==> src/core/tfd_defines.svh <==
// Overview of operation
// memory window 2 KB, data port sequential only
// both enables low: offset 0 is word
// byte pair at 0: even then odd
// high-only byte at 0 hits error/feature
// 8h, 9h, Dh mirror offsets 0 and 1
// byte 9 then 8 moves odd then even
// repeated byte 8/0 step even, odd, advance
// repeated word 8/9/0 take next word
// host never repeats byte accesses to 9
// alternating byte 8 then 9: even, odd
// 400h-7FFh even to 8h, odd to 9h
// word at 8: even low, odd high lane
// offsets 2h, 3h sector count, number
// 4h-6h cylinder, head; 7h status/command
// offset 1h error read, feature write
// Dh duplicates error/feature, not data
// Eh alt status/control; Fh drive address
// I/O mapping decodes four low bits only
// host drives space select per mapping
// offsets Ah-Ch read zero, writes ignored
// word access or new transfer resets lane
`ifndef TFD_DEFINES_SVH
`define TFD_DEFINES_SVH

`define TFD_ADDR_W 11
`define TFD_WIN_BIT 10
`define TFD_OFF_DATA 4'h0
`define TFD_OFF_ERRFEAT 4'h1
`define TFD_OFF_SECCNT 4'h2
`define TFD_OFF_SECNUM 4'h3
`define TFD_OFF_CYLLO 4'h4
`define TFD_OFF_CYLHI 4'h5
`define TFD_OFF_HEAD 4'h6
`define TFD_OFF_STATCMD 4'h7
`define TFD_OFF_DUP_EVEN 4'h8
`define TFD_OFF_DUP_ODD 4'h9
`define TFD_OFF_DUP_ERR 4'hd
`define TFD_OFF_ALTCTL 4'he
`define TFD_OFF_DRVADDR 4'hf
`define TFD_REG_RESET 8'h00
`define TFD_UNDEF_READ 8'h00

`endif

==> src/core/tfd_pkg.sv <==
package tfd_pkg;

  // lane use of one host cycle, from the two byte enables
  typedef enum logic [1:0] {
    TFD_LANE_NONE,
    TFD_LANE_WORD,
    TFD_LANE_LO,
    TFD_LANE_HI
  } tfd_lane_e;

endpackage

==> src/core/tfd_decoder.sv <==
`timescale 1ns/1ps
`include "tfd_defines.svh"
module tfd_decoder #(
  parameter int BUF_AW = 8
) (
  input wire logic clk_sys,
  input wire logic rst,
  input wire logic reg_space_n,
  input wire logic [`TFD_ADDR_W-1:0] host_addr,
  input wire logic low_byte_enable_n,
  input wire logic high_byte_enable_n,
  input wire logic mem_read_strobe_n,
  input wire logic mem_write_strobe_n,
  input wire logic port_read_strobe_n,
  input wire logic port_write_strobe_n,
  input wire logic [15:0] host_data_in,
  output logic [15:0] host_data_out,
  output logic host_data_oe_lo,
  output logic host_data_oe_hi,
  input wire logic [7:0] dev_status,
  input wire logic [7:0] dev_error,
  input wire logic [7:0] dev_drive_addr,
  input wire logic dev_xfer_start,
  input wire logic dev_buf_we,
  input wire logic [BUF_AW-1:0] dev_buf_addr,
  input wire logic [15:0] dev_buf_wdata,
  output logic [15:0] dev_buf_rdata,
  output logic [7:0] feature_r,
  output logic [7:0] sector_count_r,
  output logic [7:0] sector_number_r,
  output logic [7:0] cylinder_low_r,
  output logic [7:0] cylinder_high_r,
  output logic [7:0] card_head_select_r,
  output logic [7:0] device_control_r,
  output logic [7:0] command_code_r,
  output logic command_pulse_r,
  output logic [BUF_AW-1:0] word_ptr_r
);

  // ----------------------------------------------------------------
  // address and lane decode
  // ----------------------------------------------------------------

  // memory window: A10 high aliases the data port for block moves
  function automatic logic [3:0] decode_offset(input logic mem_mode,
                                               input logic [`TFD_ADDR_W-1:0] a);
    if (mem_mode && a[`TFD_WIN_BIT]) begin
      decode_offset = a[0] ? `TFD_OFF_DUP_ODD : `TFD_OFF_DUP_EVEN;
    end else begin
      decode_offset = a[3:0];
    end
  endfunction

  function automatic tfd_pkg::tfd_lane_e decode_lane(input logic lo_n, input logic hi_n);
    case ({hi_n, lo_n})
      2'b00: decode_lane = tfd_pkg::TFD_LANE_WORD;
      2'b10: decode_lane = tfd_pkg::TFD_LANE_LO;
      2'b01: decode_lane = tfd_pkg::TFD_LANE_HI;
      default: decode_lane = tfd_pkg::TFD_LANE_NONE;
    endcase
  endfunction

  logic mem_mode;
  logic [3:0] offset;
  logic [3:0] byte_off;
  tfd_pkg::tfd_lane_e lane;
  logic [3:0] fall;
  logic rd_go;
  logic wr_go;
  logic rd_level;
  logic is_data;
  logic data_word;
  logic data_byte;
  logic byte_is_odd;
  logic [7:0] byte_in;

  // space select picks which strobe pair is live
  assign mem_mode = reg_space_n;
  assign offset = decode_offset(mem_mode, host_addr);
  assign lane = decode_lane(low_byte_enable_n, high_byte_enable_n);

  tfd_strobe_edge #(
    .N(4)
  ) u_edge (
    .clk_sys(clk_sys),
    .rst(rst),
    .strobe_n({mem_read_strobe_n, mem_write_strobe_n,
               port_read_strobe_n, port_write_strobe_n}),
    .fall_pulse(fall)
  );

  assign rd_go = (mem_mode ? fall[3] : fall[1]) && lane != tfd_pkg::TFD_LANE_NONE;
  assign wr_go = (mem_mode ? fall[2] : fall[0]) && lane != tfd_pkg::TFD_LANE_NONE;
  assign rd_level = mem_mode ? !mem_read_strobe_n : !port_read_strobe_n;

  // high-only byte at an even offset reaches the odd register above it
  assign byte_off = (lane == tfd_pkg::TFD_LANE_HI) ? (offset | 4'h1) : offset;
  assign byte_in = (lane == tfd_pkg::TFD_LANE_HI) ? host_data_in[15:8] : host_data_in[7:0];

  // word at 0, 1, 8 or 9 is the data word; Dh never overlaps data
  assign data_word = lane == tfd_pkg::TFD_LANE_WORD &&
                     (offset == `TFD_OFF_DATA || offset == `TFD_OFF_ERRFEAT ||
                      offset == `TFD_OFF_DUP_EVEN || offset == `TFD_OFF_DUP_ODD);
  // byte data: 0 or 8 on the low lane, 8 or 9 as odd; high lane at 0 is error/feature
  assign data_byte = lane != tfd_pkg::TFD_LANE_WORD &&
                     ((lane == tfd_pkg::TFD_LANE_LO && offset == `TFD_OFF_DATA) ||
                      byte_off == `TFD_OFF_DUP_EVEN || byte_off == `TFD_OFF_DUP_ODD);
  assign is_data = data_word || data_byte;
  assign byte_is_odd = byte_off == `TFD_OFF_DUP_ODD;

  // ----------------------------------------------------------------
  // data buffer sequencing
  // ----------------------------------------------------------------

  logic even_done_r;
  logic odd_done_r;
  logic [15:0] wr_hold_r;
  logic take_odd;
  logic pair_done;
  logic buf_we;
  logic [15:0] buf_wdata;
  logic [15:0] buf_rdata;

  // repeated byte 0/8 walks even then odd; 9 always takes the odd byte
  assign take_odd = byte_is_odd || even_done_r;
  assign pair_done = data_byte && (take_odd ? even_done_r : odd_done_r);

  always_ff @(posedge clk_sys or posedge rst) begin
    if (rst) begin
      even_done_r <= 1'b0;
      odd_done_r <= 1'b0;
    end else if (dev_xfer_start || ((rd_go || wr_go) && (data_word || pair_done))) begin
      even_done_r <= 1'b0;
      odd_done_r <= 1'b0;
    end else if ((rd_go || wr_go) && data_byte) begin
      if (take_odd) begin
        odd_done_r <= 1'b1;
      end else begin
        even_done_r <= 1'b1;
      end
    end
  end

  // the window only steps forward, or restarts at 0 on a new transfer: no random buffer access
  always_ff @(posedge clk_sys or posedge rst) begin
    if (rst) begin
      word_ptr_r <= '0;
    end else if (dev_xfer_start) begin
      word_ptr_r <= '0;
    end else if ((rd_go || wr_go) && (data_word || pair_done)) begin
      word_ptr_r <= word_ptr_r + 1'b1;
    end
  end

  always_ff @(posedge clk_sys or posedge rst) begin
    if (rst) begin
      wr_hold_r <= '0;
    end else if (wr_go && data_byte) begin
      if (take_odd) begin
        wr_hold_r[15:8] <= byte_in;
      end else begin
        wr_hold_r[7:0] <= byte_in;
      end
    end
  end

  assign buf_we = wr_go && (data_word || pair_done);
  always_comb begin
    buf_wdata = host_data_in;
    if (data_byte) begin
      buf_wdata = take_odd ? {byte_in, wr_hold_r[7:0]} : {wr_hold_r[15:8], byte_in};
    end
  end

  // read data of the current word are ready one cycle after the pointer moves
  tfd_buf_mem #(
    .AW(BUF_AW),
    .DW(16)
  ) u_buf (
    .clk_sys(clk_sys),
    .a_we(buf_we),
    .a_addr(word_ptr_r),
    .a_wdata(buf_wdata),
    .a_rdata(buf_rdata),
    .b_we(dev_buf_we),
    .b_addr(dev_buf_addr),
    .b_wdata(dev_buf_wdata),
    .b_rdata(dev_buf_rdata)
  );

  // ----------------------------------------------------------------
  // task file registers
  // ----------------------------------------------------------------

  function automatic logic [7:0] reg_read(input logic [3:0] off, input logic [7:0] st,
                                          input logic [7:0] er, input logic [7:0] da,
                                          input logic [7:0] sc, input logic [7:0] sn,
                                          input logic [7:0] cl, input logic [7:0] ch,
                                          input logic [7:0] hd);
    case (off)
      `TFD_OFF_ERRFEAT, `TFD_OFF_DUP_ERR: reg_read = er;
      `TFD_OFF_SECCNT: reg_read = sc;
      `TFD_OFF_SECNUM: reg_read = sn;
      `TFD_OFF_CYLLO: reg_read = cl;
      `TFD_OFF_CYLHI: reg_read = ch;
      `TFD_OFF_HEAD: reg_read = hd;
      `TFD_OFF_STATCMD, `TFD_OFF_ALTCTL: reg_read = st;
      `TFD_OFF_DRVADDR: reg_read = da;
      default: reg_read = `TFD_UNDEF_READ;
    endcase
  endfunction

  // writes to one register address; used for the low and high lane
  logic wr_reg_lo;
  logic wr_reg_hi;
  logic [3:0] off_lo;
  logic [3:0] off_hi;
  logic [7:0] dat_lo;
  logic [7:0] dat_hi;

  assign wr_reg_lo = wr_go && !is_data && lane != tfd_pkg::TFD_LANE_HI;
  assign wr_reg_hi = wr_go && !is_data && lane != tfd_pkg::TFD_LANE_LO;
  // word at Dh carries error/feature on the high lane only
  assign off_lo = (lane != tfd_pkg::TFD_LANE_WORD) ? byte_off :
                  (offset == `TFD_OFF_DUP_ERR) ? 4'ha : {offset[3:1], 1'b0};
  assign off_hi = (lane == tfd_pkg::TFD_LANE_WORD) ? (offset | 4'h1) : byte_off;
  assign dat_lo = host_data_in[7:0];
  assign dat_hi = host_data_in[15:8];

  function automatic logic hits(input logic we_lo, input logic we_hi, input logic [3:0] ol,
                                input logic [3:0] oh, input logic [3:0] target);
    hits = (we_lo && ol == target) || (we_hi && oh == target);
  endfunction

  function automatic logic [7:0] pick(input logic we_lo, input logic [3:0] ol,
                                      input logic [3:0] target, input logic [7:0] dl,
                                      input logic [7:0] dh);
    pick = (we_lo && ol == target) ? dl : dh;
  endfunction

  always_ff @(posedge clk_sys or posedge rst) begin
    if (rst) begin
      feature_r <= `TFD_REG_RESET;
    end else if (hits(wr_reg_lo, wr_reg_hi, off_lo, off_hi, `TFD_OFF_ERRFEAT) ||
                 hits(wr_reg_lo, wr_reg_hi, off_lo, off_hi, `TFD_OFF_DUP_ERR)) begin
      feature_r <= (lane == tfd_pkg::TFD_LANE_LO) ? dat_lo : dat_hi;
    end
  end

  always_ff @(posedge clk_sys or posedge rst) begin
    if (rst) begin
      sector_count_r <= `TFD_REG_RESET;
      sector_number_r <= `TFD_REG_RESET;
    end else begin
      if (hits(wr_reg_lo, wr_reg_hi, off_lo, off_hi, `TFD_OFF_SECCNT)) begin
        sector_count_r <= pick(wr_reg_lo, off_lo, `TFD_OFF_SECCNT, dat_lo, dat_hi);
      end
      if (hits(wr_reg_lo, wr_reg_hi, off_lo, off_hi, `TFD_OFF_SECNUM)) begin
        sector_number_r <= pick(wr_reg_lo, off_lo, `TFD_OFF_SECNUM, dat_lo, dat_hi);
      end
    end
  end

  always_ff @(posedge clk_sys or posedge rst) begin
    if (rst) begin
      cylinder_low_r <= `TFD_REG_RESET;
      cylinder_high_r <= `TFD_REG_RESET;
      card_head_select_r <= `TFD_REG_RESET;
    end else begin
      if (hits(wr_reg_lo, wr_reg_hi, off_lo, off_hi, `TFD_OFF_CYLLO)) begin
        cylinder_low_r <= pick(wr_reg_lo, off_lo, `TFD_OFF_CYLLO, dat_lo, dat_hi);
      end
      if (hits(wr_reg_lo, wr_reg_hi, off_lo, off_hi, `TFD_OFF_CYLHI)) begin
        cylinder_high_r <= pick(wr_reg_lo, off_lo, `TFD_OFF_CYLHI, dat_lo, dat_hi);
      end
      if (hits(wr_reg_lo, wr_reg_hi, off_lo, off_hi, `TFD_OFF_HEAD)) begin
        card_head_select_r <= pick(wr_reg_lo, off_lo, `TFD_OFF_HEAD, dat_lo, dat_hi);
      end
    end
  end

  // command write is a one-cycle pulse to the device core
  always_ff @(posedge clk_sys or posedge rst) begin
    if (rst) begin
      command_code_r <= `TFD_REG_RESET;
      command_pulse_r <= 1'b0;
    end else begin
      command_pulse_r <= hits(wr_reg_lo, wr_reg_hi, off_lo, off_hi, `TFD_OFF_STATCMD);
      if (hits(wr_reg_lo, wr_reg_hi, off_lo, off_hi, `TFD_OFF_STATCMD)) begin
        command_code_r <= pick(wr_reg_lo, off_lo, `TFD_OFF_STATCMD, dat_lo, dat_hi);
      end
    end
  end

  // Fh writes and Ah-Ch writes fall through with no register
  always_ff @(posedge clk_sys or posedge rst) begin
    if (rst) begin
      device_control_r <= `TFD_REG_RESET;
    end else if (hits(wr_reg_lo, wr_reg_hi, off_lo, off_hi, `TFD_OFF_ALTCTL)) begin
      device_control_r <= pick(wr_reg_lo, off_lo, `TFD_OFF_ALTCTL, dat_lo, dat_hi);
    end
  end

  // ----------------------------------------------------------------
  // read data and lane drive
  // ----------------------------------------------------------------

  logic [15:0] rd_word;
  always_comb begin
    rd_word = {reg_read(off_hi, dev_status, dev_error, dev_drive_addr, sector_count_r,
                        sector_number_r, cylinder_low_r, cylinder_high_r, card_head_select_r),
               reg_read(off_lo, dev_status, dev_error, dev_drive_addr, sector_count_r,
                        sector_number_r, cylinder_low_r, cylinder_high_r, card_head_select_r)};
    if (data_word) begin
      rd_word = buf_rdata;
    end else if (data_byte) begin
      // byte is placed on whichever lane the host enabled
      rd_word = take_odd ? {2{buf_rdata[15:8]}} : {2{buf_rdata[7:0]}};
    end else if (lane == tfd_pkg::TFD_LANE_LO) begin
      rd_word[7:0] = reg_read(byte_off, dev_status, dev_error, dev_drive_addr,
                              sector_count_r, sector_number_r, cylinder_low_r,
                              cylinder_high_r, card_head_select_r);
    end
  end

  always_ff @(posedge clk_sys or posedge rst) begin
    if (rst) begin
      host_data_out <= '0;
    end else if (rd_go) begin
      host_data_out <= rd_word;
    end
  end

  // lanes are driven from the data update until the strobe rises
  always_ff @(posedge clk_sys or posedge rst) begin
    if (rst) begin
      host_data_oe_lo <= 1'b0;
      host_data_oe_hi <= 1'b0;
    end else if (rd_go) begin
      host_data_oe_lo <= lane != tfd_pkg::TFD_LANE_HI;
      host_data_oe_hi <= lane != tfd_pkg::TFD_LANE_LO;
    end else if (!rd_level) begin
      host_data_oe_lo <= 1'b0;
      host_data_oe_hi <= 1'b0;
    end
  end

endmodule

==> src/core/tfd_strobe_edge.sv <==
`timescale 1ns/1ps
module tfd_strobe_edge #(
  parameter int N = 4
) (
  input wire logic clk_sys,
  input wire logic rst,
  input wire logic [N-1:0] strobe_n,
  output logic [N-1:0] fall_pulse
);

  logic [N-1:0] prev_n_r;

  always_ff @(posedge clk_sys or posedge rst) begin
    if (rst) begin
      prev_n_r <= '1;
    end else begin
      prev_n_r <= strobe_n;
    end
  end

  // registered so a strobe edge is acted on exactly once
  always_ff @(posedge clk_sys or posedge rst) begin
    if (rst) begin
      fall_pulse <= '0;
    end else begin
      fall_pulse <= prev_n_r & ~strobe_n;
    end
  end

endmodule

==> src/core/tfd_buf_mem.sv <==
`timescale 1ns/1ps
module tfd_buf_mem #(
  parameter int AW = 8,
  parameter int DW = 16
) (
  input wire logic clk_sys,
  input wire logic a_we,
  input wire logic [AW-1:0] a_addr,
  input wire logic [DW-1:0] a_wdata,
  output logic [DW-1:0] a_rdata,
  input wire logic b_we,
  input wire logic [AW-1:0] b_addr,
  input wire logic [DW-1:0] b_wdata,
  output logic [DW-1:0] b_rdata
);

  logic [DW-1:0] mem [0:(1<<AW)-1];

  // one write process; host port wins a same-cycle clash
  always_ff @(posedge clk_sys) begin
    if (a_we) begin
      mem[a_addr] <= a_wdata;
    end else if (b_we) begin
      mem[b_addr] <= b_wdata;
    end
  end

  always_ff @(posedge clk_sys) begin
    a_rdata <= mem[a_addr];
  end

  always_ff @(posedge clk_sys) begin
    b_rdata <= mem[b_addr];
  end

endmodule

==> config.mk <==
export PLATFORM = sky130hd
export DESIGN_NAME = tfd_decoder
export DESIGN_NICKNAME = d
export VERILOG_FILES = /design/src/core/tfd_pkg.sv /design/src/core/tfd_decoder.sv /design/src/core/tfd_strobe_edge.sv /design/src/core/tfd_buf_mem.sv
export VERILOG_INCLUDE_DIRS = /design/src /design/src/core
export SDC_FILE = /design/constraint.sdc
export NUM_CORES = 2
export LEC_CHECK = 0
export BUFFER_PORTS_ARGS = -buffer_cell sky130_fd_sc_hd__buf_4
export CORE_MARGIN = 8
export CORE_UTILIZATION = 40
export CTS_CLUSTER_SIZE = 24
export DETAILED_ROUTE_END_ITERATION = 12
export PLACE_DENSITY_LB_ADDON = 0.15
export SLEW_MARGIN = 20
export SYNTH_ARGS = -nofsm -noshare
export SYNTH_HDL_FRONTEND = slang
export SYNTH_SLANG_ARGS = --single-unit
==> constraint.sdc <==
create_clock -name clk_sys -period 5.9 [get_ports clk_sys]
set_input_delay 0.59 -clock clk_sys [delete_from_list [all_inputs] [get_ports clk_sys]]
set_output_delay 0.59 -clock clk_sys [all_outputs]
set_load 0.02 [all_outputs]
==> impl_metrics.toml <==
[finish]
syn_to_final_growth_pct = 14.5
n_fill_cell = 42200
nNetsFinal = 11900
finalNonFillerCells = 18900
final_cell_mix = "4096 x edfxtp_1, 1597 x mux4_2, 1081 x mux2i_1, 938 x buf_4, 465 x clkbuf_16"
layout-drive-gt1-share_pct = 31.1
final_common_cell = "edfxtp_1"

[timing]
slew_headroom_pct = 7.56
setup_tns_ns = 0
max_freq_mhz = 205
worst_pin_slew_ns = 1.39
finalHoldViolCount = 0
clock_skew_ns = 0.106
rsz0062_at_grt = "false"
setup_viol = 0
finalCritPeriodShare_pct = 82.7
drv_slew = 0
layout_min_cycle_time_ns = 4.88
worst_slack_ns = 1.02

[clock_tree]
clk_pin_slew_ns = 0.06
cts_tree = "done"
cts_buffer_depth = 4
ctsHtreeMaxLevel = 5
numCtsBuffers = 463
cts_resized = 0
clk_latency_ns = 1.08
clock-sinks = 4245
cts_root_buf = "clkbuf_16"

[global_routing]
overflow = 0
track_usage_pct = 30.0
grt_max_degree = 149
antenna_found_initial = 73
grt_pass1_wl_um = 1080000
grt_pass1_vias = 125000

[power_and_ir_drop]
p_sw_uw = 16800
power_leakage_uw = 0.0712
swShare_pct = 24.5
powerDensity_nw_per_um2 = 300
total_power_uw = 68500
pwr-share-comb_pct = 8.5
seqPwrFrac_pct = 49.7
ir_worst_vdd_mv = 0.263
power.share.clock_pct = 41.8
p_int_uw = 51800

[route]
drt_iter0_drc = 18400
drc_errors = 0
drtPass1Iterations = 6
detail_route.wl_per_cell_um = 42.7
num_vias = 128000
final_antenna_net_count = 0
avgViaCountPerCell = 6.77
wirelength_um = 807000

[setup_path]
required_ns = 6.86
r2r-start = "word_ptr_r[2]"
r2r_cells = 11
reg2reg_slack_ns = 1.02
crit_arrival_ns = 5.84
cp-start-kind = "register"
endpoint_kind = "register"
worstReg2RegEnd = "u_buf.a_rdata[5]"
criticalPathCategory = "register to register"
path_max_fanout = 24
cp-endpoint = "u_buf.a_rdata[5]"
crit_start = "word_ptr_r[2]"

[logic_synthesis]
synth_top_area_share_pct = 61.5
synth-main-ff-cell = "edfxtp_1"
ys_types = 94
syn_inst = 11100
ys_async_sr_fraction_pct = 2.76
yosysTopAreaCell = "edfxtp_1"
syn_nets = 11200
ys_seq_area_share_pct = 63.3
syn_area_um2 = 200000
syn_avg_cell_area_um2 = 17.9
ys_ff_latch = 4245
ys.warnings.count = 0
synth_edf_count = 4096
synth_area_leaders = "edfxtp_1 62%, mux4_2 18%, mux2i_1 5.4%"

[run]
cap_violations = 0

[floorplan]
core_um2 = 497000
dieWidth_um = 723
die_y_um = 723
dieArea_um2 = 522000
rows = 259
io-pin-count = 193
initial_core_util_pct = 40.2

[placed_design]
pre_cts_ws_ns = 0.829
hpwl_um = 529000
placedCellCount = 18000
port_buffers = 186
place.gp.congestion = 0.961

[min_path]
hp-class = "input port to register"

[run_status]
status = "completed"
## power groups by stage
stage / combinational, uW / clock (uW) / sequential, uW
floorplan: 3000 / 0 / 34800
global placement: 5620 / 0 / 34700
detailed placement: 5730 / 0 / 34700
CTS: 5770 / 28900 / 34100
global route: 6030 / 29900 / 34100
finish: 5850 / 28600 / 34100
## critical path: stages (launching register included)
cell and delay (ns):
dfrtp_4 0.65, buf_4 0.44, or2_4 0.91, buf_12 0.34, o22ai_1 0.13, nor2_1 0.21, o21ai_0 0.42, a311oi_1 0.39
buf_4 0.20, a22o_1 0.59, nor4_1 0.15, buf_4 0.19
## per-stage QoR
| step | instance area, um^2 | utilization, % | hold slack [ns] |
|---|---|---|---|
| after global placement | 213000 | 42.9 | 0.464 |
| after CTS | 229000 | 45.9 | 0.00372 |
| after floorplan | 200000 | - | 0.450 |
| after global routing | 229000 | 46.0 | 0.0591 |
| final | 229000 | 46.0 | 0.0393 |
| after detailed placement | 213000 | 42.9 | 0.471 |
## sequential cells by signal (all words and copies together), names as in the netlist, 16 cells and up
register,cells
host_data_out,16
u_buf.a_rdata,16
u_buf.b_rdata,16
u_buf.mem,4096
wr_hold_r,16
## routing by layer
layer  GRT usage [%]  vias to the layer above  wire (um)
li1                -                    49000          -
met1            39.8                    68500     303000
met2            44.6                     8752     354000
met3            9.47                     1675     102000
met4            14.9                       44      48300
met5               0                        -        391
## synth_stat cells, types with 51 or more instances
cell / number
dfrtp_1: 113
o21ai_0: 172
buf_2: 199
edfxtp_1: 4096
nand2_1: 353
nor2_1: 506
buf_6: 158
nor3_1: 73
o22ai_1: 306
mux2i_1: 1083
a22o_1: 51
nand3_1: 88
mux2_2: 120
a211oi_1: 101
buf_4: 130
o221ai_1: 419
mux4_2: 1597
a21oi_1: 357
a22oi_1: 198
clkbuf_1: 348
## area by class of cell
type / instances / area (um^2) / share of cell area [%]
Antenna cell: 41 / 103 / 0.0448
Clock buffer: 590 / 12200 / 5.32
Clock inverter: 262 / 2450 / 1.07
Inverter: 27 / 123 / 0.0536
Multi-Input combinational cell: 5969 / 69000 / 30.2
Sequential cell: 4245 / 127000 / 55.3
Tap cell: 6655 / 8330 / 3.64
Timing Repair Buffer: 1110 / 10000 / 4.38
## worst min path at each step
stage                      startpoint           endpoint  slack, ns  depth (start not counted)
floorplan                wr_hold_r[0]       wr_hold_r[0]       0.45                          2
global placement         wr_hold_r[3]       wr_hold_r[3]       0.46                          2
detailed placement  command_code_r[1]  command_code_r[1]       0.47                          1
CTS                 dev_drive_addr[5]  host_data_out[13]      0.004                          4
global route        dev_drive_addr[1]   host_data_out[1]       0.06                          4
finish              dev_drive_addr[5]  host_data_out[13]       0.04                          4
## cell families after synthesis
group	count (synthesis)	synth area share (%)
DFF	4245	63.3
muxes	2827	24.3
AOI/OAI and AO/OA	1878	6.61
and+or+nand+nor	1255	2.84
buffers and inverters	926	2.83
xor gates and xnor gates	8	0.0351
adders and majority gates	1	0.00626
## repair_timing
action,4_1_cts,5_1_grt
hold buffers,44,0
hold endpoints to repair,169,0
setup buffers,0,0
Note: power is estimated with default switching activity, not from simulation.
